==> config.mk <==
export PLATFORM = sky130hd
export DESIGN_NAME = iec_ctrl
export DESIGN_NICKNAME = d
export VERILOG_FILES = /design/src/logic/iec_pkg.sv /design/src/logic/iec_edge_detect.sv /design/src/logic/iec_ctrl.sv
export SDC_FILE = /design/constraint.sdc
export NUM_CORES = 1
export LEC_CHECK = 0
export BUFFER_PORTS_ARGS = -buffer_cell sky130_fd_sc_hd__buf_2
export CORE_MARGIN = 5
export CORE_UTILIZATION = 43
export DETAILED_ROUTE_END_ITERATION = 10
export MAX_ROUTING_LAYER = met4
export PLACE_DENSITY = 0.75
export SYNTH_ARGS = -nofsm -noshare
export SYNTH_HDL_FRONTEND = slang
export SYNTH_SLANG_ARGS = --single-unit
==> constraint.sdc <==
create_clock -name aclk -period 1.4 [get_ports aclk]
set_input_delay 0.42 -clock aclk [delete_from_list [all_inputs] [get_ports aclk]]
set_output_delay 0.42 -clock aclk [all_outputs]
set_load 0.05 [all_outputs]
==> src/logic/iec_pkg.sv <==
// Package: register map, field positions and carriers for interrupt edge/enable control
package iec_pkg;
    // ------------------------------------------------------------
    // Register byte addresses (AXI4-Lite, one word each)
    // ------------------------------------------------------------
    localparam logic [3:0] IEC_ADDR_EDGE_SEL = 4'h0;
    localparam logic [3:0] IEC_ADDR_ENABLE_FIRST = 4'h4;
    localparam logic [3:0] IEC_ADDR_ENABLE_SECOND = 4'h8;
    localparam logic [3:0] IEC_ADDR_PENDING = 4'hc;
    // ------------------------------------------------------------
    // Reset values and fixed bits
    // ------------------------------------------------------------
    localparam logic [7:0] IEC_EDGE_SEL_RESET = 8'he0;
    localparam logic [7:0] IEC_EDGE_SEL_FIXED_ONES = 8'he0;
    localparam logic [7:0] IEC_EDGE_SEL_WRITABLE = 8'h1f;
    localparam logic [7:0] IEC_ENABLE_RESET = 8'h00;
    localparam logic [1:0] IEC_RESP_OKAY = 2'h0;
    localparam logic [1:0] IEC_RESP_SLVERR = 2'h2;
    // ------------------------------------------------------------
    // Field positions, first enable register
    // ------------------------------------------------------------
    localparam int IEC_EN1_TIMER_A = 7;
    localparam int IEC_EN1_SERIAL_ONE = 6;
    localparam int IEC_EN1_WAKEUP = 5;
    // Second enable register
    localparam int IEC_EN2_DIRECT_TRANSFER = 7;
    localparam int IEC_EN2_CONVERTER = 6;
    localparam int IEC_EN2_TIMER_G = 4;
    localparam int IEC_EN2_TIMER_F_HIGH = 3;
    localparam int IEC_EN2_TIMER_F_LOW = 2;
    localparam int IEC_EN2_TIMER_C = 1;
    localparam int IEC_EN2_ASYNC_COUNTER = 0;
    // Edge-select: timer F shares pin3, timer C shares pin1, converter trigger pin4
    localparam int IEC_EDGE_TIMER_F = 3;
    localparam int IEC_EDGE_TIMER_C = 1;
    localparam int IEC_EDGE_CONVERTER = 4;
    localparam int IEC_NUM_EXT_PINS = 5;
    // ------------------------------------------------------------
    // Carriers
    // ------------------------------------------------------------
    typedef struct packed {
        logic direct_transfer;
        logic converter;
        logic timer_g;
        logic timer_f_high;
        logic timer_f_low;
        logic timer_c;
        logic async_counter;
        logic timer_a;
        logic serial_one;
        logic wakeup;
    } iec_periph_req_t;
    typedef struct packed {
        logic [IEC_NUM_EXT_PINS-1:0] ext_pin;
        iec_periph_req_t periph;
    } iec_cpu_req_t;
endpackage

==> src/logic/iec_edge_detect.sv <==
// Pin synchroniser and selectable-edge detector for one input
`timescale 1ns/1ns
module iec_edge_detect
    import iec_pkg::*;
(
    input wire logic aclk, // System clock
    input wire logic aresetn, // Synchronous reset, active low
    input wire logic pin_in, // Asynchronous pin level
    input wire logic rising_sel, // 1 rising, 0 falling
    output logic edge_pulse // One-cycle detected edge
);
    logic sync1_reg;
    logic sync2_reg;
    logic prev_reg;
    // ------------------------------------------------------------
    // Two-stage synchroniser plus history sample
    // ------------------------------------------------------------
    // Reset to high so an idle high pin sees no false fall
    always_ff @(posedge aclk) begin
        if (!aresetn) begin
            sync1_reg <= 1'b1;
            sync2_reg <= 1'b1;
            prev_reg <= 1'b1;
        end else begin
            sync1_reg <= pin_in;
            sync2_reg <= sync1_reg;
            prev_reg <= sync2_reg;
        end
    end
    // Compare consecutive synchronised samples only
    always_comb begin
        edge_pulse = rising_sel ? (sync2_reg & ~prev_reg) : (~sync2_reg & prev_reg);
    end
    AST_EDGE_ONE_CYCLE: assert property (@(posedge aclk) disable iff (!aresetn)
        edge_pulse |=> !edge_pulse) else $error("edge pulse longer than one cycle");
endmodule

==> src/logic/iec_ctrl.sv <==
// Interrupt edge-select and enable control with AXI4-Lite register slave
// Function
// - Edge bit 3 picks pin3 and timer F event edge; 0 falling, 1 rising.
// - Edge bit 2 picks pin2 edge; 0 falling is reset, 1 rising.
// - Edge bit 1 picks pin1 and timer C event edge; 0 falling, 1 rising.
// - Edge bit 0 picks pin0 edge; 0 falling is reset, 1 rising.
// - First enable register: 8-bit read/write, all zero after reset.
// - First enable bit 7 gates timer A overflow requests.
// - First enable bit 6 gates serial unit one transfer-complete requests.
// - First enable bit 5 gates all eight wakeup pin requests together.
// - First enable bits 4..0 gate the same-numbered external pin requests.
// - Second enable register: 8-bit read/write, all zero after reset.
// - Second enable bit 7 gates direct-transfer requests.
// - Second enable bit 6 gates converter requests.
// - Second enable bit 5 is spare storage, reads back, resets zero.
// - Second enable bit 4 gates timer G capture and overflow requests.
// - Second enable bit 3 gates timer FH compare and overflow requests.
// - Second enable bit 2 gates timer FL compare and overflow requests.
// - Second enable bit 1 gates timer C overflow and underflow requests.
// - Second enable bit 0 gates asynchronous event counter requests.
// - Edge register bits 7..5 always read one and ignore writes.
// - Edge bit 4 picks pin4 and converter trigger edge; 0 falling.
`timescale 1ns/1ns
module iec_ctrl
    import iec_pkg::*;
#(
    parameter int NUM_WAKE = 8 // Wakeup pin count
) (
    input wire logic aclk, // System clock, 25 MHz
    input wire logic aresetn, // Synchronous reset, active low
    input wire logic [3:0] s_axi_awaddr, // Write address
    input wire logic s_axi_awvalid, // Write address valid
    output logic s_axi_awready, // Write address ready
    input wire logic [31:0] s_axi_wdata, // Write data
    input wire logic [3:0] s_axi_wstrb, // Write strobes
    input wire logic s_axi_wvalid, // Write data valid
    output logic s_axi_wready, // Write data ready
    output logic [1:0] s_axi_bresp, // Write response
    output logic s_axi_bvalid, // Write response valid
    input wire logic s_axi_bready, // Write response ready
    input wire logic [3:0] s_axi_araddr, // Read address
    input wire logic s_axi_arvalid, // Read address valid
    output logic s_axi_arready, // Read address ready
    output logic [31:0] s_axi_rdata, // Read data
    output logic [1:0] s_axi_rresp, // Read response
    output logic s_axi_rvalid, // Read data valid
    input wire logic s_axi_rready, // Read data ready
    input wire logic [IEC_NUM_EXT_PINS-1:0] ext_int_pin_n, // External interrupt pins
    input wire logic [IEC_NUM_EXT_PINS-1:0] ext_pend_clr, // Pin pending clears
    input wire logic [NUM_WAKE-1:0] wake_pin_req, // Wakeup pending flags
    input wire iec_periph_req_t periph_pend, // Peripheral pending flags
    output logic [IEC_NUM_EXT_PINS-1:0] ext_pend, // Pin pending flags
    output logic timer_f_rising, // Timer F event edge
    output logic timer_c_rising, // Timer C event edge
    output logic converter_trig_rising, // Converter trigger edge
    output iec_cpu_req_t cpu_req // Gated requests to CPU
);
    // ------------------------------------------------------------
    // Registers
    // ------------------------------------------------------------
    logic [4:0] edge_sel_reg;
    logic [7:0] int_enable_first_reg;
    logic [7:0] int_enable_second_reg;
    logic [IEC_NUM_EXT_PINS-1:0] ext_pend_reg;
    logic [IEC_NUM_EXT_PINS-1:0] edge_pulse;
    logic aw_hold_reg;
    logic w_hold_reg;
    logic [3:0] awaddr_reg;
    logic [31:0] wdata_reg;
    logic [3:0] wstrb_reg;
    logic wr_fire;
    logic wr_hit;
    logic rd_fire;

    // Byte-lane-0 write: registers are 8 bits wide
    function automatic logic lane0(input logic [3:0] strb);
        return strb[0];
    endfunction

    // ------------------------------------------------------------
    // AXI4-Lite write path: address and data taken in either order
    // ------------------------------------------------------------
    assign wr_fire = aw_hold_reg && w_hold_reg && !s_axi_bvalid;
    assign wr_hit = (awaddr_reg == IEC_ADDR_EDGE_SEL) || (awaddr_reg == IEC_ADDR_ENABLE_FIRST) ||
                    (awaddr_reg == IEC_ADDR_ENABLE_SECOND) || (awaddr_reg == IEC_ADDR_PENDING);

    // Ready is high while the holding slot is empty and no write response is pending
    always_ff @(posedge aclk) begin
        if (!aresetn) begin
            aw_hold_reg <= 1'b0;
            w_hold_reg <= 1'b0;
            s_axi_awready <= 1'b0;
            s_axi_wready <= 1'b0;
            awaddr_reg <= 4'h0;
            wdata_reg <= 32'h0;
            wstrb_reg <= 4'h0;
        end else begin
            if (s_axi_awvalid && s_axi_awready) begin
                aw_hold_reg <= 1'b1;
                awaddr_reg <= s_axi_awaddr;
            end else if (wr_fire) begin
                aw_hold_reg <= 1'b0;
            end
            if (s_axi_wvalid && s_axi_wready) begin
                w_hold_reg <= 1'b1;
                wdata_reg <= s_axi_wdata;
                wstrb_reg <= s_axi_wstrb;
            end else if (wr_fire) begin
                w_hold_reg <= 1'b0;
            end
            s_axi_awready <= !aw_hold_reg && !(s_axi_awvalid && s_axi_awready) && !s_axi_bvalid;
            s_axi_wready <= !w_hold_reg && !(s_axi_wvalid && s_axi_wready) && !s_axi_bvalid;
        end
    end

    // Write response; unmapped address answers SLVERR
    always_ff @(posedge aclk) begin
        if (!aresetn) begin
            s_axi_bvalid <= 1'b0;
            s_axi_bresp <= IEC_RESP_OKAY;
        end else if (wr_fire) begin
            s_axi_bvalid <= 1'b1;
            s_axi_bresp <= wr_hit ? IEC_RESP_OKAY : IEC_RESP_SLVERR;
        end else if (s_axi_bready) begin
            s_axi_bvalid <= 1'b0;
        end
    end

    // ------------------------------------------------------------
    // Control registers
    // ------------------------------------------------------------
    // Only low five edge bits are stored; top three are constant
    always_ff @(posedge aclk) begin
        if (!aresetn) begin
            edge_sel_reg <= IEC_EDGE_SEL_RESET[4:0];
        end else if (wr_fire && lane0(wstrb_reg) && awaddr_reg == IEC_ADDR_EDGE_SEL) begin
            edge_sel_reg <= wdata_reg[4:0] & IEC_EDGE_SEL_WRITABLE[4:0];
        end
    end

    // First enable register, full 8 bits stored
    always_ff @(posedge aclk) begin
        if (!aresetn) begin
            int_enable_first_reg <= IEC_ENABLE_RESET;
        end else if (wr_fire && lane0(wstrb_reg) && awaddr_reg == IEC_ADDR_ENABLE_FIRST) begin
            int_enable_first_reg <= wdata_reg[7:0];
        end
    end

    // Second enable register; spare bit 5 stored like the rest
    always_ff @(posedge aclk) begin
        if (!aresetn) begin
            int_enable_second_reg <= IEC_ENABLE_RESET;
        end else if (wr_fire && lane0(wstrb_reg) && awaddr_reg == IEC_ADDR_ENABLE_SECOND) begin
            int_enable_second_reg <= wdata_reg[7:0];
        end
    end

    // ------------------------------------------------------------
    // External pin edge detection and pending flags
    // ------------------------------------------------------------
    genvar gi;
    generate
        for (gi = 0; gi < IEC_NUM_EXT_PINS; gi++) begin : g_pin
            iec_edge_detect u_iec_edge_detect (
                .aclk(aclk),
                .aresetn(aresetn),
                .pin_in(ext_int_pin_n[gi]),
                .rising_sel(edge_sel_reg[gi]),
                .edge_pulse(edge_pulse[gi])
            );
        end
    endgenerate

    // Set beats clear so an edge in the clear cycle survives; write 0 clears
    always_ff @(posedge aclk) begin
        if (!aresetn) begin
            ext_pend_reg <= '0;
        end else begin
            ext_pend_reg <= edge_pulse | (ext_pend_reg & ~ext_pend_clr &
                ~((wr_fire && lane0(wstrb_reg) && awaddr_reg == IEC_ADDR_PENDING) ?
                  ~wdata_reg[IEC_NUM_EXT_PINS-1:0] : '0));
        end
    end

    // ------------------------------------------------------------
    // Gated request outputs and shared edge selections
    // ------------------------------------------------------------
    always_ff @(posedge aclk) begin
        if (!aresetn) begin
            cpu_req <= '0;
            ext_pend <= '0;
            timer_f_rising <= 1'b0;
            timer_c_rising <= 1'b0;
            converter_trig_rising <= 1'b0;
        end else begin
            ext_pend <= ext_pend_reg;
            timer_f_rising <= edge_sel_reg[IEC_EDGE_TIMER_F];
            timer_c_rising <= edge_sel_reg[IEC_EDGE_TIMER_C];
            converter_trig_rising <= edge_sel_reg[IEC_EDGE_CONVERTER];
            cpu_req.ext_pin <= ext_pend_reg & int_enable_first_reg[IEC_NUM_EXT_PINS-1:0];
            cpu_req.periph.timer_a <= periph_pend.timer_a & int_enable_first_reg[IEC_EN1_TIMER_A];
            cpu_req.periph.serial_one <= periph_pend.serial_one &
                int_enable_first_reg[IEC_EN1_SERIAL_ONE];
            cpu_req.periph.wakeup <= (|wake_pin_req) & int_enable_first_reg[IEC_EN1_WAKEUP];
            cpu_req.periph.direct_transfer <= periph_pend.direct_transfer &
                int_enable_second_reg[IEC_EN2_DIRECT_TRANSFER];
            cpu_req.periph.converter <= periph_pend.converter & int_enable_second_reg[IEC_EN2_CONVERTER];
            cpu_req.periph.timer_g <= periph_pend.timer_g & int_enable_second_reg[IEC_EN2_TIMER_G];
            cpu_req.periph.timer_f_high <= periph_pend.timer_f_high &
                int_enable_second_reg[IEC_EN2_TIMER_F_HIGH];
            cpu_req.periph.timer_f_low <= periph_pend.timer_f_low &
                int_enable_second_reg[IEC_EN2_TIMER_F_LOW];
            cpu_req.periph.timer_c <= periph_pend.timer_c & int_enable_second_reg[IEC_EN2_TIMER_C];
            cpu_req.periph.async_counter <= periph_pend.async_counter &
                int_enable_second_reg[IEC_EN2_ASYNC_COUNTER];
        end
    end

    // ------------------------------------------------------------
    // AXI4-Lite read path: one-cycle answer after address taken
    // ------------------------------------------------------------
    assign rd_fire = s_axi_arvalid && s_axi_arready;

    always_ff @(posedge aclk) begin
        if (!aresetn) begin
            s_axi_arready <= 1'b0;
            s_axi_rvalid <= 1'b0;
            s_axi_rdata <= 32'h0;
            s_axi_rresp <= IEC_RESP_OKAY;
        end else begin
            s_axi_arready <= !s_axi_rvalid && !rd_fire;
            if (rd_fire) begin
                s_axi_rvalid <= 1'b1;
                s_axi_rresp <= IEC_RESP_OKAY;
                unique case (s_axi_araddr)
                    IEC_ADDR_EDGE_SEL: s_axi_rdata <= {24'h0, IEC_EDGE_SEL_FIXED_ONES[7:5], edge_sel_reg};
                    IEC_ADDR_ENABLE_FIRST: s_axi_rdata <= {24'h0, int_enable_first_reg};
                    IEC_ADDR_ENABLE_SECOND: s_axi_rdata <= {24'h0, int_enable_second_reg};
                    IEC_ADDR_PENDING: s_axi_rdata <= {27'h0, ext_pend_reg};
                    default: begin
                        s_axi_rdata <= 32'h0;
                        s_axi_rresp <= IEC_RESP_SLVERR;
                    end
                endcase
            end else if (s_axi_rready) begin
                s_axi_rvalid <= 1'b0;
            end
        end
    end

    // ------------------------------------------------------------
    // Assertions
    // ------------------------------------------------------------
    AST_EDGE_FIXED_ONES: assert property (@(posedge aclk) disable iff (!aresetn)
        rd_fire && s_axi_araddr == IEC_ADDR_EDGE_SEL |=> s_axi_rdata[7:5] == 3'h7)
        else $error("edge register top bits not read as one");
    AST_EN1_RESET: assert property (@(posedge aclk)
        !aresetn |=> int_enable_first_reg == 8'h00) else $error("first enable not cleared by reset");
    AST_EN2_RESET: assert property (@(posedge aclk)
        !aresetn |=> int_enable_second_reg == 8'h00) else $error("second enable not cleared by reset");
    AST_PIN_GATE: assert property (@(posedge aclk) disable iff (!aresetn)
        1'b1 |=> cpu_req.ext_pin == ($past(ext_pend_reg) & $past(int_enable_first_reg[4:0])))
        else $error("pin request not gated by pending and enable");
    AST_DISABLE_KEEPS_PEND: assert property (@(posedge aclk) disable iff (!aresetn)
        ext_pend_reg[0] && !ext_pend_clr[0] && !wr_fire |=> ext_pend_reg[0])
        else $error("pending lost without clear");
    AST_SET_WINS: assert property (@(posedge aclk) disable iff (!aresetn)
        edge_pulse[2] |=> ext_pend_reg[2]) else $error("edge did not set pending");
    AST_WAKE_GATE: assert property (@(posedge aclk) disable iff (!aresetn)
        !int_enable_first_reg[IEC_EN1_WAKEUP] |=> !cpu_req.periph.wakeup)
        else $error("wakeup passed while disabled");
    AST_TIMER_G_GATE: assert property (@(posedge aclk) disable iff (!aresetn)
        periph_pend.timer_g && int_enable_second_reg[IEC_EN2_TIMER_G] |=> cpu_req.periph.timer_g)
        else $error("timer g request blocked while enabled");
    AST_EDGE_WRITE: assert property (@(posedge aclk) disable iff (!aresetn)
        wr_fire && wstrb_reg[0] && awaddr_reg == IEC_ADDR_EDGE_SEL |=> ##1 timer_f_rising == $past(wdata_reg[3], 2))
        else $error("timer f edge not following bit 3");
    AST_READ_ANSWER: assert property (@(posedge aclk) disable iff (!aresetn)
        rd_fire |=> s_axi_rvalid) else $error("read not answered in one cycle");
    COV_WRITE: cover property (@(posedge aclk) disable iff (!aresetn) wr_fire && wr_hit);
    COV_PIN_REQ: cover property (@(posedge aclk) disable iff (!aresetn) |cpu_req.ext_pin);
    COV_RISING: cover property (@(posedge aclk) disable iff (!aresetn) edge_pulse[3] && edge_sel_reg[3]);
endmodule

[After elaboration in Yosys (flattened, before gate mapping)]
Index checks and enable logic that the tools add are counted.
Word-level totals
  bits of input ports: 79
  logic and storage cells: 139
  output and inout bits: 64
  register bits after elaboration: 120
Cells by class
  equal/unequal tests: 6
  muxes and demuxes: 16
  bitwise operators: 37
  reduce and logical (&&, ||, !) cells: 33
Operators with widths (number)
  8-bit one-hot mux with 4 select lines: 1
  1-bit bitwise AND: 20
  4-bit == test (second input constant): 4
  5-bit bitwise AND: 3
  1-bit logical AND: 15
  5-bit NOT: 3
  1-bit 2-to-1 mux: 12
  1-bit NOT: 10
  4-bit by 3-bit == test with 1-bit output (second input constant): 2
  4-bit logical NOT: 2
  2-bit nonzero test: 4
  8-bit OR reduction: 1
  1-bit logical NOT: 7
  5-bit 2-to-1 mux: 1
  5-bit OR: 1
  2-bit 2-to-1 mux: 2
  4-bit OR reduction: 1
  1-bit logical OR: 3

[Longest topological paths before layout]
Gate-level depths: netlist of run 1.
  depth after elaboration: 8
  gate-level depth with buffers: 5
  mapped depth without buffers: 3

[Modules after synthesis]
A second synthesis of run 1 with hierarchy kept.
Second synthesis, totals
  cells, all modules: 387
  area, all modules: 3684.8 µm²
By module, submodules not included
  iec_ctrl: sequential area each 1581.5 µm², area each 3178.0 µm², cells an instance 342, times used 1
  iec_edge_detect: sequential area each 60.1 µm², area each 101.3 µm², cells an instance 9, times used 5

[Worst setup path after synthesis of run 1]
No wires, ideal clock.
  path type: register -> register
  start point: register s_axi_bvalid
  end point: register int_enable_first_reg[2]
  required time: 1.268 ns
  path slack: -0.220 ns
  path buffers: 2
  period minus slack after synthesis: 1.620 ns
  cell stages (with the launch flop): 6
  data arrival time: 1.488 ns
  cell sequence: dfxtp_1 or4b_1 buf_2 buf_6 o21ai_1 a21oi_1
Between the ends
  longest elaborated chain between the ends: 4
Ends and longest elaborated chain
  start: declaration: RTL line iec_ctrl.sv:39  | output logic s_axi_bvalid,
  start signal: assignment: RTL line iec_ctrl.sv:119  | s_axi_bvalid <= 1'b0;
  start signal: assignment: RTL line iec_ctrl.sv:122  | s_axi_bvalid <= 1'b1;
  start signal: assignment: RTL line iec_ctrl.sv:125  | s_axi_bvalid <= 1'b0;
  1-bit logical NOT: RTL line iec_ctrl.sv:83  | assign wr_fire = aw_hold_reg && w_hold_reg && !s_axi_bvalid;
  1-bit logical AND: RTL line iec_ctrl.sv:83
  1-bit logical AND (2 in series): RTL line iec_ctrl.sv:145  | end else if (wr_fire && lane0(wstrb_reg) && awaddr_reg == IEC_ADDR_ENABLE_FIRST) begin
  end signal: assignment: RTL line iec_ctrl.sv:146  | int_enable_first_reg <= wdata_reg[7:0];
  end: declaration: RTL line iec_ctrl.sv:62  | logic [7:0] int_enable_first_reg;
No other way between the ends.
A chain may end at the register's enable or synchronous reset.

[Final worst setup path of run 1]
  start point: register awaddr_reg[0]
  end point: register ext_pend_reg[1]
Between the ends
  longest elaborated chain between the ends: 6
Ends and longest elaborated chain
  start: declaration: RTL line iec_ctrl.sv:68  | logic [3:0] awaddr_reg;
  start signal: assignment: RTL line iec_ctrl.sv:100  | awaddr_reg <= s_axi_awaddr;
  4-bit == test: RTL line iec_ctrl.sv:181  | ~((wr_fire && lane0(wstrb_reg) && awaddr_reg == IEC_ADDR_PENDING) ?
  1-bit logical AND: RTL line iec_ctrl.sv:181
  5-bit 2-to-1 mux: RTL line iec_ctrl.sv:181
  5-bit NOT: RTL line iec_ctrl.sv:181
  5-bit bitwise AND: RTL line iec_ctrl.sv:180  | ext_pend_reg <= edge_pulse | (ext_pend_reg & ~ext_pend_clr &
  5-bit OR: RTL line iec_ctrl.sv:180
  end signal: assignment: RTL line iec_ctrl.sv:180
  end: declaration: RTL line iec_ctrl.sv:64  | logic [IEC_NUM_EXT_PINS-1:0] ext_pend_reg;
No other way between the ends.

==> metrics.yaml, run 1 <==
outcome:
  outcome: "finished with violations"
  violations: "negative setup slack"
synthesis:
  synth_xor_area_share_pct: 0
  synthArstFlopShare_pct: 0
  ys.flop_type: "dfxtp_1"
  synth-seq-cells: 94
  synth_compound_area_share_pct: 14.9
  synth-simple-area-share_pct: 21.3
  netlist_top_cells_area: "dfxtp_1 52%, a21oi_1 5.7%, buf_4 5.4%"
  yosys-top-cells-count: "94 x dfxtp_1, 41 x a21oi_1, 27 x nand2_1"
  synth.cell_area_um2: 3600
  synth_most_common_cell: "dfxtp_1"
  seq_area_frac_synth_pct: 52.3
  synth_top_family_by_area: "simple AND/OR/NAND/NOR gates"
  synthMuxAreaShare_pct: 2.78
  synth_top_area_cell: "dfxtp_1"
  synth-edff-count: 0
  synth.top_cell.area_share_pct: 52.3
  ys_types: 39
  synth-adder-area-share_pct: 0
  syn_area_per_cell_um2: 9.37
  ys_warn_count: 0
  synth_cells: 384
sta:
  slew_violations: 0
  tightest_slew_ns: 0.653
  relSlewSlack_pct: 56.4
  clock.fmax_mhz: 713
  hold_viol: 0
  setup_tns_ns: -0.00631
  min_period_ns: 1.40
  finalSetupViolCount: 3
  rsz0062_at_grt: "yes"
  setup_slack_ns: -0.00339
  final.setup_skew_ns: 0.00722
  fin_crit_sh_pct: 100
detailed_routing:
  drt_wl_total_um: 8190
  drt_iter0_markers: 205
  vias: 2922
  drcViolationCount: 0
  routedWlPerCell_um: 13.9
  first_pass_iters: 4
  ant_nets: 0
  vias_per_cell: 4.96
worst_setup_path:
  crit_required_ns: 1.64
  cp_cell_sequence: "or4b_4 > buf_12 > o21ai_2 > a31oi_1"
  crit_arrival_ns: 1.65
  slowest_delay_ns: 0.55
  crit_type: "register to register"
  critical_path.max_fanout: 26
  critPathTopFamily: "simple AND/OR/NAND/NOR gates"
  worst_path_max_delay_cell: "or4b_4"
  worstSetupEndpointType: "register"
  cp_num_buf_inv: 1
  startpoint_type: "register"
cells_and_area:
  area_growth_pct: 23.5
  ff_latch_area_um2: 1890
  final_cell_area_um2: 4440
  n_fill_cell: 771
  diodes: 0
  drive_above_1_share_pct: 27.5
  largest_reg_flops: 15
  fin_nets: 558
  multi_input_area_um2: 1520
floorplan:
  die_w_um: 101
  die_area_um2: 10300
  num_io_pins: 143
  initial_core_util_pct: 44.0
  num_rows: 33
  die_h_um: 101
  coreArea_um2: 8180
global_routing:
  gr-total-overflow: 0
  grt_max_degree: 44
  grt_pass1_vias: 2710
  antenna_found_initial: 0
  track_usage_pct: 16.1
  grt_pass1_wl_um: 12800
power_and_ir_drop:
  leakagePower_nw: 1.89
  peakVddDrop_mv: 0.446
  p_per_area_nw_per_um2: 1200
  report.power.total_mw: 5.33
clock_network:
  cts_tree: "built"
  root_buffer: "clkbuf_8"
  h-tree-depth: 3
  insertion_delay_ns: 0.36
  path_clk_slew_ns: 0.09
  numCtsBuffers: 9
  clockBufferDepth: 2
  post_cts_buffers: 0
  hold_buffers: 0
  cts-resized-gates: 25
  cts_sinks: 94
hold_path:
  hold_class: "primary input to register"
placement:
  gp_congestion: 0.839
  numPortBuffers: 88
  placed_area_um2: 4120
  dp_hpwl_um: 6110
flow_run:
  cap_viol_max_count: 0
path summary, 6_finish.rpt:
check,from,end,slack [ns],cells after the start
worst max register to register,awaddr_reg[0],ext_pend_reg[1],-0.003,4
worst max-delay path,awaddr_reg[0],ext_pend_reg[1],-0.003,4
worst min-delay path,ext_int_pin_n[2],g_pin[2].u_iec_edge_detect.sync1_reg,0.23,2
worst min register to register,g_pin[0].u_iec_edge_detect.sync1_reg,g_pin[0].u_iec_edge_detect.sync2_reg,0.41,1
metal layers:
layer,vias to the layer above,track usage [%],part of all wire [%]
met5,-,-,0
met4,0,6.13,2.0
met3,14,5.72,10
met2,104,25.2,47
met1,1319,18.9,41
li1,1485,-,-
cells in the final DEF (no fill, tap or decap), types with 3 or more instances in the layout:
| cell | instances |
|---|---|
| a21oi_1 | 41 |
| a22o_1 | 5 |
| a22oi_1 | 5 |
| a31oi_1 | 5 |
| a32o_1 | 3 |
| and2_1 | 9 |
| and3_1 | 14 |
| buf_2 | 69 |
| buf_4 | 23 |
| buf_6 | 4 |
| clkbuf_4 | 6 |
| clkbuf_8 | 9 |
| conb_1 | 26 |
| dfxtp_1 | 91 |
| inv_1 | 5 |
| mux2i_1 | 10 |
| nand2_1 | 27 |
| nand2b_1 | 21 |
| nand3_1 | 25 |
| nand3b_1 | 6 |
| nor2_1 | 6 |
| nor2b_1 | 7 |
| nor3_1 | 3 |
| o21ai_0 | 4 |
| o21ai_1 | 22 |
| o21ai_2 | 4 |
| o22ai_1 | 5 |
cell type report:
type,count,area share (%)
Clock buffer,9,2.79
Clock inverter,7,2.20
Inverter,5,0.422
Multi-Input combinational cell,264,34.2
Sequential cell,94,42.5
Tap cell,105,2.96
Timing Repair Buffer,105,14.9
report_power, final:
group	internal, mW	total [mW]	switching [mW]
registers	2.73	2.79	0.0540
logic	0.181	0.581	0.400
clock network	1.01	1.96	0.948
total	3.93	5.33	1.40
kinds of logic after synthesis:
logic type,after synthesis
buffers and inverters,51
and+or+nand+nor,133
DFF,94
other,1
AOI/OAI and AO/OA,95
muxes,10
stage by stage:
stage                     hold WS, ns  util, %  std cells  worst slack (ns)
final                           0.235     54.4        589          -0.00339
after global placement          0.388     50.4        573           -0.0399
after CTS                       0.224     53.8        589           -0.0180
after global routing            0.214     54.4        589           -0.0505
after floorplan                 0.386        -        409           -0.0640
after detailed placement        0.391     50.4        573           -0.0762
(Power assumes the default switching activity.)
==> inputs of run 2 (changes only) <==
--- a/config.mk
+++ b/config.mk
@@ -10,2 +10,3 @@
 export CORE_UTILIZATION = 43
+export CTS_CLUSTER_SIZE = 16
 export DETAILED_ROUTE_END_ITERATION = 10
@@ -13,2 +14,3 @@
 export PLACE_DENSITY = 0.75
+export SKIP_LAST_GASP = 1
 export SYNTH_ARGS = -nofsm -noshare
==> constraint.sdc (replaced) <==
create_clock -name aclk -period 1.4 [get_ports aclk]
set_input_delay 0 -clock aclk [delete_from_list [all_inputs] [get_ports aclk]]
set_output_delay 0 -clock aclk [all_outputs]
set_load 0.05 [all_outputs]
==> run 2 against run 1 <==
Global-route usage rose by 1.3 points. Non-clock buffer count up 39. The run still ends with negative setup slack left. Via count up 6.2%. Combinational power is 11% higher. Sequential power is essentially flat. Highest routed layer unchanged.
==> metrics.yaml, run 2 (synthesized netlist as in run 1, its figures left out) <==
sta:
  whs_ns: 0.0301  # -0.205 ns
  setup_slack_ns: -0.0394  # -0.0360 ns
  finalSetupViolCount: 6  # +3
  final.setup_skew_ns: 0.00930  # +0.00207 ns
  tightest_slew_ns: 0.654  # +0.00100 ns
  rsz0062_at_grt: "yes"
  fin_crit_sh_pct: 103  # +2.6 points
  relSlewSlack_pct: 56.4  # -0.067 points
  slew_violations: 0  # unchanged
  min_period_ns: 1.44  # +0.0360 ns
  hold_viol: 0  # unchanged
  clock.fmax_mhz: 695  # -2.5%
worst_setup_path:
  critical_path.max_fanout: 26  # unchanged
  crit_type: "register to register"
  crit_arrival_ns: 1.67  # +0.02 ns
  startpoint_type: "register"
  crit_required_ns: 1.63  # about the same
  worstSetupEndpointType: "register"
clock_network:
  root_buffer: "clkbuf_8"
  h-tree-depth: 3  # unchanged
  cts_tree: "built"
  numCtsBuffers: 9  # unchanged
  path_clk_slew_ns: 0.09  # about the same
  insertion_delay_ns: 0.35  # about the same
  clockBufferDepth: 2  # unchanged
  cts_sinks: 94  # unchanged
  post_cts_buffers: 0  # unchanged
cells_and_area:
  fin_nets: 597  # +7.0%
  multi_input_area_um2: 1510  # -0.74%
  layout_commonest_cell: "dfxtp_1"
  finalNonFillerCells: 628  # +6.6%
  drive_above_1_share_pct: 23.5  # -4.0 points
  diodes: 0  # unchanged
  ff_latch_area_um2: 1890  # unchanged
  largest_reg_flops: 15  # unchanged
  layout_common_cells: "91 x dfxtp_1, 88 x buf_2, 46 x dlygate4sd3_1"
  n_fill_cell: 739  # -4.2%
  area_growth_pct: 31.5
placement:
  numPortBuffers: 88  # unchanged
  gp_congestion: 0.866  # +3.1%
  dp_hpwl_um: 6030  # -1.3%
  dp_cells: 566  # -1.2%
outcome:
  outcome: "finished with violations"
  violations: "negative setup slack"
floorplan:
  coreArea_um2: 8180  # unchanged
  num_io_pins: 143  # unchanged
  die_area_um2: 10300  # unchanged
  die_h_um: 101  # unchanged
  num_rows: 33  # unchanged
  initial_core_util_pct: 44.0  # unchanged
  die_w_um: 101  # unchanged
power_and_ir_drop:
  peakVddDrop_mv: 0.403  # -9.7%
  p_per_area_nw_per_um2: 1080  # -9.5%
  leakagePower_nw: 2.02  # +7.0%
global_routing:
  grt_pass1_vias: 2964  # +9.4%
  antenna_found_initial: 0  # unchanged
  grt_max_degree: 44  # unchanged
  grt_pass1_wl_um: 13900  # +8.3%
  track_usage_pct: 17.4  # +1.3 points
  gr-total-overflow: 0  # unchanged
flow_run:
  cap_viol_max_count: 0  # unchanged
hold_path:
  hold_class: "primary input to register"
detailed_routing:
  first_pass_iters: 4  # unchanged
  drt_iter0_markers: 200  # -2.4%
  ant_nets: 0  # unchanged
  drcViolationCount: 0  # unchanged
  drt_wl_total_um: 8610  # +5.2%
  routedWlPerCell_um: 13.7  # -1.3%
  vias_per_cell: 4.94  # -0.40%
  vias: 3103  # +6.2%
run 2: cell types whose count changed in the layout (fill, tap and decap cells not counted), moves of 2 or more:
cell,delta
buf_2,+19
buf_6,-4
o21ai_0,+3
bufinv_16,-2
dlygate4sd3_1,+46
clkbuf_4,-6
clkbuf_8,+3
buf_4,-14
o21ai_2,-3
run 2: power breakdown:
group | total [mW] | leakage [nW] | switching, mW | internal, mW
Sequential | 2.79 | 0.765 | 0.0526 | 2.73
Combinational | 0.646 | 1.16 | 0.412 | 0.234
Clock | 1.70 | 0.0912 | 0.908 | 0.792
run 2: final timing paths:
path	startpoint	to	slack, ns	depth (start not counted)
worst max-delay path	awaddr_reg[0]	ext_pend_reg[0]	-0.04	4
worst max register to register	awaddr_reg[0]	ext_pend_reg[0]	-0.04	4
worst min register to register	g_pin[2].u_iec_edge_detect.sync1_reg	g_pin[2].u_iec_edge_detect.sync2_reg	0.41	1
worst min-delay path	s_axi_araddr[2]	s_axi_rdata[5]	0.03	3
run 2: cell type report:
class	count	share of cell area, %
Inverter	5	0.397
Tap cell	105	2.78
Clock inverter	4	0.608
Sequential cell	94	39.9
Clock buffer	12	3.49
Multi-Input combinational cell	264	31.9
Timing Repair Buffer	144	20.9
run 2: through the flow:
stage          setup slack, ns  area (um2)  power (mW)  TNS, ns  util, %
2_1_floorplan          -0.0640        3700        3.29    -1.23        -
3_3_place_gp           -0.0338        4060        3.37   -0.166     49.6
3_5_place_dp           -0.0745        4060        3.38   -0.481     49.6
4_1_cts                -0.0318        4730        5.14  -0.0898     57.8
5_1_grt                -0.0677        4730        5.33   -0.863     57.9
6_report               -0.0394        4730        5.13  -0.0959     57.9
run 2: timing repair:
action	4_1_cts	5_1_grt
resized for setup	6	3
setup endpoints to repair	25	25
hold buffers	46	0
endpoints found under the hold margin	36	0
run 2: metal layers:
layer  GRT usage (%)  vias to the layer above  part of all wire [%]
met4            6.75                        0                   1.1
met2            28.6                      107                    48
met1            20.8                     1421                    43
met3            3.65                        8                   7.5
li1                -                     1567                     -
met5               -                        -                     0
run 2: worst max-delay path: stages, from the launching register on:
cell     delay (ns)
dfxtp_1        0.32
or4b_4         0.54
buf_12         0.18
o21ai_0        0.17
a31oi_1        0.10
